===== src/verilog/flash_seq_cfg.svh =====
// constants of the flash write command sequencer
`ifndef FLASH_SEQ_CFG_SVH
`define FLASH_SEQ_CFG_SVH

// register indices on the 16-bit write port
`define REG_CTRL0_UPPER    4'h0
`define REG_MASK_LOW       4'h1
`define REG_MASK_HIGH      4'h2
`define REG_ADDR_LOW       4'h3
`define REG_ADDR_HIGH      4'h4
`define REG_DATA0_LOW      4'h5
`define REG_DATA0_HIGH     4'h6
`define REG_DATA1_LOW      4'h7
`define REG_DATA1_HIGH     4'h8
`define REG_TEMP_UNPROTECT 4'h9

// bit positions in control0_upper
`define BIT_START          15
`define BIT_SUSPEND        14
`define BIT_WORD_PROG      13
`define BIT_DWORD_PROG     12
`define BIT_SECTOR_ERASE   11
`define BIT_PROT_SET       8
`define SELECT_MASK        16'h3900

// nonvolatile protection locations
`define ADDR_SECTOR_PROT   24'h08DFB4
`define ADDR_ACCESS_PROT   24'h08DFB8
`define ADDR_PROT_CYCLES   24'h08DFBC

// reset value and double word address bit
`define NV_ERASED_16       16'hFFFF
`define DWORD_ADDR_BIT     2

`endif


===== src/verilog/flash_seq_pkg.sv =====
// types shared by the flash write command sequencer
package flash_seq_pkg;

   typedef enum logic [2:0] {
      OP_NONE   = 3'b000,
      OP_WORD   = 3'b001,
      OP_DWORD  = 3'b010,
      OP_ERASE  = 3'b011,
      OP_PROT   = 3'b100
   } op_kind_t;

   typedef enum logic [1:0] {
      ST_IDLE   = 2'b00,
      ST_RUN    = 2'b01,
      ST_HELD   = 2'b10
   } seq_state_t;

   typedef struct packed {
      logic        valid;
      logic        suspend;
      op_kind_t    kind;
      logic [23:0] addr;
      logic [63:0] data;
      logic [31:0] mask;
   } flash_cmd_t;

   typedef struct packed {
      logic [15:0] sector_protect;
      logic [15:0] access_enable;
      logic [15:0] disable_count;
      logic [15:0] reenable_count;
      logic        access_protected;
   } prot_state_t;

endpackage : flash_seq_pkg


===== src/verilog/flash_write_command_sequencer.sv =====
// flash write command sequencer: select, load, start, suspend
`timescale 1ns/100ps
`default_nettype none
`include "flash_seq_cfg.svh"

module flash_write_command_sequencer (
   input  wire logic                       sys_clk_i,
   input  wire logic                       nrst_i,
   input  wire logic                       reg_wr_i,
   input  wire logic [3:0]                 reg_idx_i,
   input  wire logic [15:0]                reg_wdata_i,
   input  wire logic                       fetch_from_flash_i,
   input  wire logic                       flash_done_i,
   output var  flash_seq_pkg::flash_cmd_t  flash_cmd_o,
   output logic [15:0]                     control0_upper_o,
   output logic [31:0]                     sector_mask_o,
   output logic                            busy_o,
   output logic                            erase_held_o,
   output logic                            temp_unprotect_bit_o,
   output logic                            wr_refused_o,
   output var  flash_seq_pkg::prot_state_t prot_state_o,
   output logic [15:0]                     sector_protect_bits_o
);
   import flash_seq_pkg::*;

   logic        rst_meta_r;
   logic        rst_sync_n_r;

   seq_state_t  state_r,            state_nxt;
   logic [15:0] control0_upper_r,   control0_upper_nxt;
   logic [15:0] sector_mask_low_r,  sector_mask_low_nxt;
   logic [15:0] sector_mask_high_r, sector_mask_high_nxt;
   logic [15:0] target_addr_low_r,  target_addr_low_nxt;
   logic [15:0] target_addr_high_r, target_addr_high_nxt;
   logic [15:0] data0_low_r,        data0_low_nxt;
   logic [15:0] data0_high_r,       data0_high_nxt;
   logic [15:0] data1_low_r,        data1_low_nxt;
   logic [15:0] data1_high_r,       data1_high_nxt;
   logic        temp_unprotect_r,   temp_unprotect_nxt;
   logic        erase_held_r,       erase_held_nxt;
   flash_cmd_t  cmd_r,              cmd_nxt;
   logic        refused_r,          refused_nxt;
   logic        prot_wr_r,          prot_wr_nxt;
   logic        busy_r,             busy_nxt;

   logic [15:0] sel;
   logic        one_hot;
   op_kind_t    kind;
   logic        wr_ok;
   logic [15:0] eff_protect;
   prot_state_t prot_state;

   // reset enters asynchronously, released on the clock
   always_ff @(posedge sys_clk_i or negedge nrst_i) begin
      if (!nrst_i) begin
         rst_meta_r   <= 1'b0;
         rst_sync_n_r <= 1'b0;
      end else begin
         rst_meta_r   <= 1'b1;
         rst_sync_n_r <= rst_meta_r;
      end
   end

   // start reuses the held selection plus any select bits in the write
   assign sel     = (control0_upper_r | reg_wdata_i) & `SELECT_MASK;
   assign one_hot = (sel != 16'h0000) && ((sel & (sel - 16'h0001)) == 16'h0);

   always_comb begin
      case (1'b1)
         sel[`BIT_WORD_PROG]:    kind = OP_WORD;
         sel[`BIT_DWORD_PROG]:   kind = OP_DWORD;
         sel[`BIT_SECTOR_ERASE]: kind = OP_ERASE;
         sel[`BIT_PROT_SET]:     kind = OP_PROT;
         default:                kind = OP_NONE;
      endcase
   end

   // registers other than the temp unprotect register stay locked while access protection holds and temp_unprotect_r is clear
   assign wr_ok = reg_wr_i &&
                  (!prot_state.access_protected || temp_unprotect_r);

   always_comb begin
      state_nxt            = state_r;
      control0_upper_nxt   = control0_upper_r;
      sector_mask_low_nxt  = sector_mask_low_r;
      sector_mask_high_nxt = sector_mask_high_r;
      target_addr_low_nxt  = target_addr_low_r;
      target_addr_high_nxt = target_addr_high_r;
      data0_low_nxt        = data0_low_r;
      data0_high_nxt       = data0_high_r;
      data1_low_nxt        = data1_low_r;
      data1_high_nxt       = data1_high_r;
      temp_unprotect_nxt   = temp_unprotect_r;
      erase_held_nxt       = erase_held_r;
      cmd_nxt              = cmd_r;
      refused_nxt          = 1'b0;
      prot_wr_nxt          = 1'b0;

      if (reg_wr_i && reg_idx_i == `REG_TEMP_UNPROTECT) begin
         // only code running from flash may lift access protection
         if (!reg_wdata_i[0] || fetch_from_flash_i) begin
            temp_unprotect_nxt = reg_wdata_i[0];
         end else begin
            refused_nxt = 1'b1;
         end
      end else if (reg_wr_i && !wr_ok) begin
         refused_nxt = 1'b1;
      end else if (wr_ok && state_r == ST_RUN) begin
         // suspend bit halts a running erase
         if (reg_idx_i == `REG_CTRL0_UPPER && reg_wdata_i[`BIT_SUSPEND] &&
             cmd_r.kind == OP_ERASE) begin
            control0_upper_nxt[`BIT_SUSPEND] = 1'b1;
            cmd_nxt.suspend                  = 1'b1;
         end else begin
            refused_nxt = 1'b1;
         end
      end else if (wr_ok) begin
         case (reg_idx_i)
            `REG_CTRL0_UPPER: begin
               if (!reg_wdata_i[`BIT_START]) begin
                  // selection step; clearing a bit cancels it
                  control0_upper_nxt = reg_wdata_i;
               end else if (!one_hot || control0_upper_r[`BIT_SUSPEND] ||
                            (erase_held_r && kind == OP_PROT)) begin
                  // no single selection, suspend still set, or protection set while an erase is held: refused
                  refused_nxt = 1'b1;
               end else begin
                  control0_upper_nxt = sel;
                  state_nxt          = ST_RUN;
                  cmd_nxt.valid      = 1'b1;
                  cmd_nxt.suspend    = 1'b0;
                  cmd_nxt.kind       = kind;
                  cmd_nxt.addr       = {target_addr_high_r[7:0],
                                        target_addr_low_r};
                  // word uses pair 0, double word both pairs
                  cmd_nxt.data       = {data1_high_r, data1_low_r,
                                        data0_high_r, data0_low_r};
                  if (kind == OP_DWORD) begin
                     cmd_nxt.addr[`DWORD_ADDR_BIT] = 1'b0;
                  end
                  // protected sectors drop out of the erase mask
                  cmd_nxt.mask = {sector_mask_high_r,
                                  sector_mask_low_r & ~eff_protect};
                  if (kind == OP_ERASE) begin
                     erase_held_nxt = 1'b0;
                  end
               end
            end
            `REG_MASK_LOW:   sector_mask_low_nxt  = reg_wdata_i;
            `REG_MASK_HIGH:  sector_mask_high_nxt = reg_wdata_i;
            `REG_ADDR_LOW:   target_addr_low_nxt  = reg_wdata_i;
            `REG_ADDR_HIGH:  target_addr_high_nxt = reg_wdata_i;
            `REG_DATA0_LOW:  data0_low_nxt        = reg_wdata_i;
            `REG_DATA0_HIGH: data0_high_nxt       = reg_wdata_i;
            `REG_DATA1_LOW:  data1_low_nxt        = reg_wdata_i;
            `REG_DATA1_HIGH: data1_high_nxt       = reg_wdata_i;
            default:         refused_nxt          = 1'b1;
         endcase
      end

      // completion beats any write in the same cycle
      if (state_r == ST_RUN && flash_done_i) begin
         cmd_nxt.valid      = 1'b0;
         control0_upper_nxt = 16'h0000;
         if (cmd_r.suspend) begin
            erase_held_nxt = 1'b1;
            state_nxt      = ST_HELD;
            control0_upper_nxt[`BIT_SUSPEND]      = 1'b1;
            control0_upper_nxt[`BIT_SECTOR_ERASE] = 1'b1;
         end else begin
            state_nxt = erase_held_r ? ST_HELD : ST_IDLE;
            if (cmd_r.kind == OP_ERASE) begin
               sector_mask_low_nxt  = 16'h0000;
               sector_mask_high_nxt = 16'h0000;
            end
            prot_wr_nxt = (cmd_r.kind == OP_PROT);
         end
      end

      // busy kept in its own flop so the output carries no decode
      busy_nxt = (state_nxt == ST_RUN);
   end

   always_ff @(posedge sys_clk_i or negedge rst_sync_n_r) begin
      if (!rst_sync_n_r) begin
         state_r            <= ST_IDLE;
         control0_upper_r   <= 16'h0000;
         sector_mask_low_r  <= 16'h0000;
         sector_mask_high_r <= 16'h0000;
         target_addr_low_r  <= 16'h0000;
         target_addr_high_r <= 16'h0000;
         data0_low_r        <= 16'h0000;
         data0_high_r       <= 16'h0000;
         data1_low_r        <= 16'h0000;
         data1_high_r       <= 16'h0000;
         temp_unprotect_r   <= 1'b0;
         erase_held_r       <= 1'b0;
         cmd_r              <= '0;
         refused_r          <= 1'b0;
         prot_wr_r          <= 1'b0;
         busy_r             <= 1'b0;
      end else begin
         state_r            <= state_nxt;
         control0_upper_r   <= control0_upper_nxt;
         sector_mask_low_r  <= sector_mask_low_nxt;
         sector_mask_high_r <= sector_mask_high_nxt;
         target_addr_low_r  <= target_addr_low_nxt;
         target_addr_high_r <= target_addr_high_nxt;
         data0_low_r        <= data0_low_nxt;
         data0_high_r       <= data0_high_nxt;
         data1_low_r        <= data1_low_nxt;
         data1_high_r       <= data1_high_nxt;
         temp_unprotect_r   <= temp_unprotect_nxt;
         erase_held_r       <= erase_held_nxt;
         cmd_r              <= cmd_nxt;
         refused_r          <= refused_nxt;
         prot_wr_r          <= prot_wr_nxt;
         busy_r             <= busy_nxt;
      end
   end

   // finished protection-set commits to the store
   nv_protect_store u_store (
      .clk_i            (sys_clk_i),
      .rst_n_i          (rst_sync_n_r),
      .wr_i             (prot_wr_r),
      .addr_i           (cmd_r.addr),
      .data_i           (cmd_r.data[31:0]),
      .temp_unprotect_i (temp_unprotect_r),
      .state_o          (prot_state),
      .eff_protect_o    (eff_protect)
   );

   assign flash_cmd_o           = cmd_r;
   assign control0_upper_o      = control0_upper_r;
   assign sector_mask_o         = {sector_mask_high_r, sector_mask_low_r};
   assign busy_o                = busy_r;
   assign erase_held_o          = erase_held_r;
   assign temp_unprotect_bit_o  = temp_unprotect_r;
   assign wr_refused_o          = refused_r;
   assign prot_state_o          = prot_state;
   assign sector_protect_bits_o = eff_protect;

endmodule : flash_write_command_sequencer
`default_nettype wire


===== src/verilog/nv_protect_store.sv =====
// nonvolatile protection store written by protection-set operations
`timescale 1ns/100ps
`default_nettype none
`include "flash_seq_cfg.svh"

module nv_protect_store (
   input  wire logic                      clk_i,
   input  wire logic                      rst_n_i,
   input  wire logic                      wr_i,
   input  wire logic [23:0]               addr_i,
   input  wire logic [31:0]               data_i,
   input  wire logic                      temp_unprotect_i,
   output var  flash_seq_pkg::prot_state_t state_o,
   output logic [15:0]                    eff_protect_o
);
   import flash_seq_pkg::*;

   logic [15:0] nv_sector_protect_r, nv_sector_protect_nxt;
   logic [15:0] vol_unprot_r,        vol_unprot_nxt;
   logic [15:0] nv_access_protect_enable_r, nv_access_protect_enable_nxt;
   logic [15:0] nv_protect_disable_count_r, nv_protect_disable_count_nxt;
   logic [15:0] nv_protect_reenable_count_r;
   logic [15:0] nv_protect_reenable_count_nxt;
   logic        perm_disabled;

   // a disable consumed one bit more than the re-enables did
   assign perm_disabled = nv_protect_disable_count_r !=
                          nv_protect_reenable_count_r;

   always_comb begin
      nv_sector_protect_nxt        = nv_sector_protect_r;
      vol_unprot_nxt               = vol_unprot_r;
      nv_access_protect_enable_nxt = nv_access_protect_enable_r;
      nv_protect_disable_count_nxt = nv_protect_disable_count_r;
      nv_protect_reenable_count_nxt = nv_protect_reenable_count_r;
      if (wr_i) begin
         case (addr_i)
            `ADDR_SECTOR_PROT: begin
               // program zeros, ones only lift protection until reset
               nv_sector_protect_nxt = nv_sector_protect_r & data_i[15:0];
               vol_unprot_nxt        = data_i[15:0];
            end
            `ADDR_ACCESS_PROT: begin
               nv_access_protect_enable_nxt =
                  nv_access_protect_enable_r & data_i[15:0];
            end
            `ADDR_PROT_CYCLES: begin
               // each cycle clears the lowest remaining bit once
               if (temp_unprotect_i && !perm_disabled &&
                   (nv_protect_disable_count_r != 16'h0000) &&
                   (data_i[15:0] != `NV_ERASED_16)) begin
                  nv_protect_disable_count_nxt = nv_protect_disable_count_r &
                     (nv_protect_disable_count_r - 16'h0001);
               end else if (temp_unprotect_i && perm_disabled &&
                            (data_i[31:16] != `NV_ERASED_16)) begin
                  nv_protect_reenable_count_nxt = nv_protect_reenable_count_r
                     & (nv_protect_reenable_count_r - 16'h0001);
               end
            end
            default: begin
               nv_sector_protect_nxt = nv_sector_protect_r;
            end
         endcase
      end
   end

   // nonvolatile cells come up erased; the volatile lift clears at reset
   always_ff @(posedge clk_i or negedge rst_n_i) begin
      if (!rst_n_i) begin
         nv_sector_protect_r         <= `NV_ERASED_16;
         vol_unprot_r                <= 16'h0000;
         nv_access_protect_enable_r  <= `NV_ERASED_16;
         nv_protect_disable_count_r  <= `NV_ERASED_16;
         nv_protect_reenable_count_r <= `NV_ERASED_16;
         // mirror the erased cells so the first edge shows no jump
         state_o.sector_protect      <= `NV_ERASED_16;
         state_o.access_enable       <= `NV_ERASED_16;
         state_o.disable_count       <= `NV_ERASED_16;
         state_o.reenable_count      <= `NV_ERASED_16;
         state_o.access_protected    <= 1'b0;
         eff_protect_o               <= 16'h0000;
      end else begin
         nv_sector_protect_r         <= nv_sector_protect_nxt;
         vol_unprot_r                <= vol_unprot_nxt;
         nv_access_protect_enable_r  <= nv_access_protect_enable_nxt;
         nv_protect_disable_count_r  <= nv_protect_disable_count_nxt;
         nv_protect_reenable_count_r <= nv_protect_reenable_count_nxt;
         state_o.sector_protect      <= nv_sector_protect_nxt;
         state_o.access_enable       <= nv_access_protect_enable_nxt;
         state_o.disable_count       <= nv_protect_disable_count_nxt;
         state_o.reenable_count      <= nv_protect_reenable_count_nxt;
         state_o.access_protected    <= !nv_access_protect_enable_nxt[0] &&
            (nv_protect_disable_count_nxt == nv_protect_reenable_count_nxt);
         // zero bit protects unless lifted temporarily
         eff_protect_o <= ~nv_sector_protect_nxt & ~vol_unprot_nxt;
      end
   end

endmodule : nv_protect_store
`default_nettype wire

===== config.mk =====
export PLATFORM = sky130hd
export DESIGN_NAME = flash_write_command_sequencer
export DESIGN_NICKNAME = d
export VERILOG_FILES = /design/src/verilog/flash_seq_pkg.sv /design/src/verilog/flash_write_command_sequencer.sv /design/src/verilog/nv_protect_store.sv
export VERILOG_INCLUDE_DIRS = /design/src /design/src/verilog
export SDC_FILE = /design/constraint.sdc
export NUM_CORES = 1
export LEC_CHECK = 0
export BUFFER_PORTS_ARGS = -buffer_cell sky130_fd_sc_hd__buf_2
export CORE_MARGIN = 10
export CORE_UTILIZATION = 50
export CTS_BUF_LIST = sky130_fd_sc_hd__clkbuf_2
export CTS_CLUSTER_SIZE = 20
export DETAILED_ROUTE_END_ITERATION = 7
export PLACE_DENSITY_LB_ADDON = 0.1
export SLEW_MARGIN = 20
export SYNTH_ARGS = -nofsm -noshare
export SYNTH_HDL_FRONTEND = slang
export SYNTH_HIERARCHICAL = 1
export SYNTH_SLANG_ARGS = --single-unit

===== constraint.sdc =====
create_clock -name sys_clk_i -period 23.5 [get_ports sys_clk_i]
set_clock_uncertainty 0.15 [all_clocks]
set_input_delay 4.7 -clock sys_clk_i [delete_from_list [all_inputs] [get_ports sys_clk_i]]
set_output_delay 4.7 -clock sys_clk_i [all_outputs]
set_load 0.01 [all_outputs]

**After elaboration in Yosys (flattened, before gate mapping)**

Index checks and enable logic that the tools add are counted.

- Multiply operators: 0
- $add $sub $neg: 3
- Divide/modulo/power cells: 0
- Eq/ne operators: 32
- Shift operators: 0
- Reduce and logical (&&, ||, !) cells: 51
- Magnitude comparators: 0
- Bitwise gates (word level): 15
- Muxes and demuxes: 87

Operators with widths:

| kind | number |
|---|---|
| 2-to-1 mux 125 bit | 6 |
| 2-to-1 mux 16 bit | 34 |
| 2-to-1 mux 123 bit | 1 |
| bitwise AND 16 bit | 6 |
| == test 24 x 20 -> 1 bit, second input constant | 3 |
| inverter 16 bit | 3 |
| inequality test 16 bit, second input constant | 2 |
| nonzero test 16 bit | 2 |
| subtractor 16 x 1 -> 16 bit, second input constant | 2 |
| 2-to-1 mux 1 bit | 30 |
| AND reduction 5 bit | 6 |
| AND reduction 7 bit | 3 |
| 2-to-1 mux 2 bit | 10 |
| bitwise AND 14 x 16 -> 16 bit | 1 |
| == test 16 bit | 1 |
| == test 4 x 3 -> 1 bit, second input constant | 4 |
| zero test 16 bit | 1 |
| inequality test 16 bit | 1 |
| logical AND 1 bit | 15 |
| subtractor 14 x 1 -> 15 bit, second input constant | 1 |
| 2-to-1 mux 14 bit | 1 |
| OR 14 bit | 1 |
| 2-to-1 mux 3 bit | 4 |
| AND reduction 6 bit | 2 |
| 20 further kinds | 48 |

- Memories: 0
- Latch bits: 0
- Bits in registers: 367
- Input bits: 25
- Bits in read-only memories: 0
- Bits in writable memories: 0
- Logic and storage cells: 220
- Output and inout bits: 258

**Logic depth before layout (Yosys ltp)**

- Depth after elaboration: 17
- Depth in mapped cells: 10
- Gate-level depth less buffers: 10

**Hierarchy**

Netlist, hierarchy kept.

Modules (own cells, without submodules):

| module | cells an instance | sequential area each (um^2) | area an instance (um^2) | times used |
|---|---|---|---|---|
| flash_write_command_sequencer | 751 | 6731.5 | 10834.1 | 1 |
| nv_protect_store | 315 | 2507.4 | 4085.2 | 1 |

**Least setup slack after synthesis**

No wires, ideal clock.

- Path kind: input -> register
- Start: in reg_wdata_i[11]
- End: reg cmd_r, in the netlist flash_cmd_o[83]
- Path buffers: 2
- Stages: 7
- Data arrival time: 6.286 ns
- Library setup time: 0.125 ns
- Path slack: 16.939 ns
- Required time: 23.225 ns
- Path through: or4_4 > a21o_1 > o21a_4 > nand2_8 > buf_12 > buf_8 > mux2_4

- Cells in the longest elaborated chain, start to end: 10
- Elaborated cells between the ends (all ways): 16
- Classes of those cells: 1 x add/sub; 1 x eq/ne; 3 x mux; 3 x bitwise; 8 x reduce/logical

Ends and longest elaborated chain:

| element | line | RTL |
|---|---|---|
| start, declared | flash_write_command_sequencer.sv:11 | `input wire logic [15:0] reg_wdata_i,` |
| OR 14 bit (*) | flash_write_command_sequencer.sv:65 | `` assign sel = (control0_upper_r \| reg_wdata_i) & `SELECT_MASK; `` |
| subtractor 14 x 1 -> 15 bit | flash_write_command_sequencer.sv:66 | `assign one_hot = (sel != 16'h0000) && ((sel & (sel - 16'h0001)) == 16'h0);` |
| bitwise AND 14 x 16 -> 16 bit | flash_write_command_sequencer.sv:66 |  |
| zero test 16 bit | flash_write_command_sequencer.sv:66 |  |
| logical AND 1 bit | flash_write_command_sequencer.sv:66 |  |
| zero test 1 bit | flash_write_command_sequencer.sv:123 | `` end else if (!one_hot \|\| control0_upper_r[`BIT_SUSPEND] \|\| `` |
| logical OR 1 bit | flash_write_command_sequencer.sv:123 |  |
| logical OR 1 bit (*) | flash_write_command_sequencer.sv:123 |  |
| inverter 1 bit (no line) (*) | -- |  |
| AND reduction 7 bit (no line) (*) | -- |  |
| end signal, assigned | flash_write_command_sequencer.sv:215 | `cmd_r <= cmd_nxt;` |
| end, declared | flash_write_command_sequencer.sv:41 | `flash_cmd_t cmd_r, cmd_nxt;` |

Every way passes the cells marked *; elsewhere a longest branch is shown, timed or not.
A chain may end at the register's enable or synchronous reset.

**Worst setup path in the final report**

- Start: in reg_wdata_i[11]
- End: reg cmd_r, in the netlist flash_cmd_o[92]

Same word-level chain as after synthesis.

==> results.cfg <==
[worst_hold_path]
worstHoldStart = rst_meta_r
hold_class = reg2reg

[sta]
whs_ns = 0.219
finalCritPeriodShare_pct = 30.3
hold_viol = 0
slew_headroom_pct = 27.5
min_period_ns = 7.13
maxSlewViolCount = 0
tightest_slew_ns = 1.08
fmax_mhz = 140
rsz0062_at_grt = false
setup_viol = 0
setup_tns_ns = 0

[route]
first_pass_iters = 4
drt_drc_violations_left = 0
routed_via_density = 5.31
drtAntennaViolNets = 0
wire_per_inst_um = 21.8
routed_wl_um = 40700
vias = 9936
drt_iter0_markers = 552

[clocking]
clk_latency_ns = 0.91
clk_pin_slew_worst_paths_ns = 0.10
cts_resized = 0
tritoncts = done
clk_path_buf_depth = 3
postCtsSetupBuffers = 0
cts.sinks = 366
cts_hold_buffers = 0
root_buffer = clkbuf_2
cts_max_level = 3
numCtsBuffers = 93

[critical_path]
crit_arrival_ns = 7.69
endpoint_kind = register
startpoint = reg_wdata_i[11]
worstPathRequired_ns = 24.07
start_kind = input pin
crit_fanout = 65
critPathKind = in2reg
rr_startpoint = flash_cmd_o[116]

[grt]
grt_pass1_wl_um = 62400
grt_pass1_vias = 10565
grt_overflow = 0
grt_start_max_net_pins = 84
antenna_found_initial = 6
grt_usage_pct = 21.8

[layout]
drive_gt1_share_pct = 51.2
filler_cell_count = 2536
largest_register_ffs = 125
syn2layout_area_growth_pct = 16.7
fin_nets = 1428
fin_cells = 1870

[pwr]
p_leak_nw = 9.09
p_per_area_nw_per_um2 = 72.4
ir_drop_uv = 36.4

[yosys]
synthAdderAreaFrac_pct = 0
ys_warn_count = 6
synth_top_family_by_area = multiplexers
synthMuxAreaShare_pct = 19.2
synth.top_cell.area_share_pct = 50.7
ys_seq_area_share_pct = 61.9
synth.area.top_cells = dfrtp_1 51%, mux2_2 13%, dfstp_2 11%, mux2_4 4.5%, o21a_1 1.9%
synth_top_area_cell = dfrtp_1
syn_inst = 1066
synth_cell_types = 66
synth_compound_area_share_pct = 6.00
synth-edff-count = 0
yosys.area_share.simple_pct = 8.49
synthArstFlopShare_pct = 100
post_synth_instance_area_sq_um = 14900
avgSynthCellArea_sq_um = 14.0
synth-seq-cells = 366
synth-xor-area-share_pct = 1.76
synth_flop_cell = dfrtp_1
syn-num-nets = 1091

[floorplan]
core_sq_um = 29600
rows = 63
dieWidth_um = 193
io_pins = 283
die_area_sq_um = 37100
die_y_um = 193
start_util_pct = 50.5

[place]
place_hpwl_um = 27700
portBuffers = 281
placed_cells = 1698
routabilityCongestion = 0.894

[job]
max_cap_violations = 0

[outcome]
status = finished, final reports clean
==> synth_stat cells (3+ instances only) <==
cell / number
dfrtp_1: 302
mux2_2: 177
nand2_1: 66
dfstp_2: 64
nor2_1: 49
mux2_4: 45
o21a_1: 38
a21oi_1: 24
xor2_1: 22
clkbuf_1: 20
mux2i_1: 19
nor2b_1: 18
o21ai_0: 17
inv_1: 15
nand4_1: 15
nor4_1: 13
o31a_1: 11
buf_2: 9
buf_4: 8
or2_2: 8
xnor2_1: 8
nand3_1: 7
or4_1: 7
nand2b_1: 6
nor2_2: 6
nor3_1: 6
buf_1: 5
buf_12: 5
nand4b_1: 5
o22ai_1: 5
or3_1: 5
a21o_1: 4
and2_1: 4
o41a_1: 4
a32o_1: 3
nand3b_1: 3
nor3_2: 3
o31ai_1: 3
o41ai_1: 3
==> final timing paths <==
kind / end / depth (start not counted) / slack (ns)
min reg2reg: rst_sync_n_r / 0 / 0.22
min: rst_sync_n_r / 0 / 0.22
min in group asynchronous: flash_cmd_o[53] / 0 / 0.32
max reg2reg: u_store/state_o[0] / 8 / 19.49
max: flash_cmd_o[92] / 7 / 16.37
max in group asynchronous: rst_sync_n_r / 1 / 19.70
==> report_power, final <==
group          switching (mW)  total (mW)  leakage, nW  internal (mW)
combinational          0.0624       0.119         3.89         0.0568
sequential             0.0391       0.724         4.56          0.685
clock                   0.258       0.419        0.633          0.161
==> worst max-delay path: stages <==
cell     delay [ns]
buf_2          0.19
or4_4          0.57
a21o_1         0.20
o21a_4         0.24
nand2_8        0.40
buf_4          0.91
mux2_2         0.42
==> cells in the final DEF, fill, tap and decap left out, types with 6 or more instances in the layout <==
cell      Yosys  final
buf_2         9    281
o21ai_0      17     17
dfstp_2      64     64
xor2_1       22     22
xnor2_1       8      8
nand2b_1      6      6
buf_4         8     10
clkinv_1      0     19
nor4_1       13     12
clkbuf_2      1    141
o31a_1       11     11
or4_1         7      7
mux2_4       45     45
mux2i_1      19     19
nor2_1       49     49
a21oi_1      24     24
nor2b_1      18     18
nand2_1      66     66
o21a_1       38     38
nor3_1        6      6
inv_1        15     15
nor2_2        6      6
nand4_1      15     15
nand3_1       7      7
mux2_2      177    177
or2_2         8      8
dfrtp_1     302    301
==> area by class of cell <==
| type | instances | area, sq um | share of cell area, % |
|---|---|---|---|
| timing repair buffer | 292 | 1490 | 8.57 |
| clock inverter | 26 | 120 | 0.690 |
| antenna | 5 | 12.5 | 0.0718 |
| clock buffer | 141 | 706 | 4.05 |
| tap | 390 | 488 | 2.80 |
| multi-input combinational | 634 | 5300 | 30.4 |
| inverter | 16 | 60.1 | 0.345 |
| sequential | 366 | 9240 | 53.1 |
==> per-layer routing <==
metal	share of wire [%]	routed length, um	global-route usage [%]
met5	0.017	7	0
met1	44	17800	28.4
met2	46	18900	34.0
met4	1.4	552	5.81
met3	8.5	3480	7.52
==> logic make-up (layout without fill, tap and decap cells) <==
family | Yosys count | after routing
buf+inv | 66 | 475
simple gates | 235 | 235
flops | 366 | 366
mux | 241 | 241
other cells | 2 | 7
compound gates | 126 | 126
xor+xnor | 30 | 30
==> per-stage QoR <==
step	cell area [sq um]	setup slack (ns)	power [mW]	utilization, %
floorplan	14900	12.51	0.801	-
global placement	16600	15.52	0.852	56.1
detailed placement	16600	15.48	0.858	56.1
CTS	17400	16.39	1.28	58.9
global route	17400	16.28	1.34	58.9
finish	17400	16.37	1.26	58.9
No activity file was read; power rests on OpenSTA's default activity.
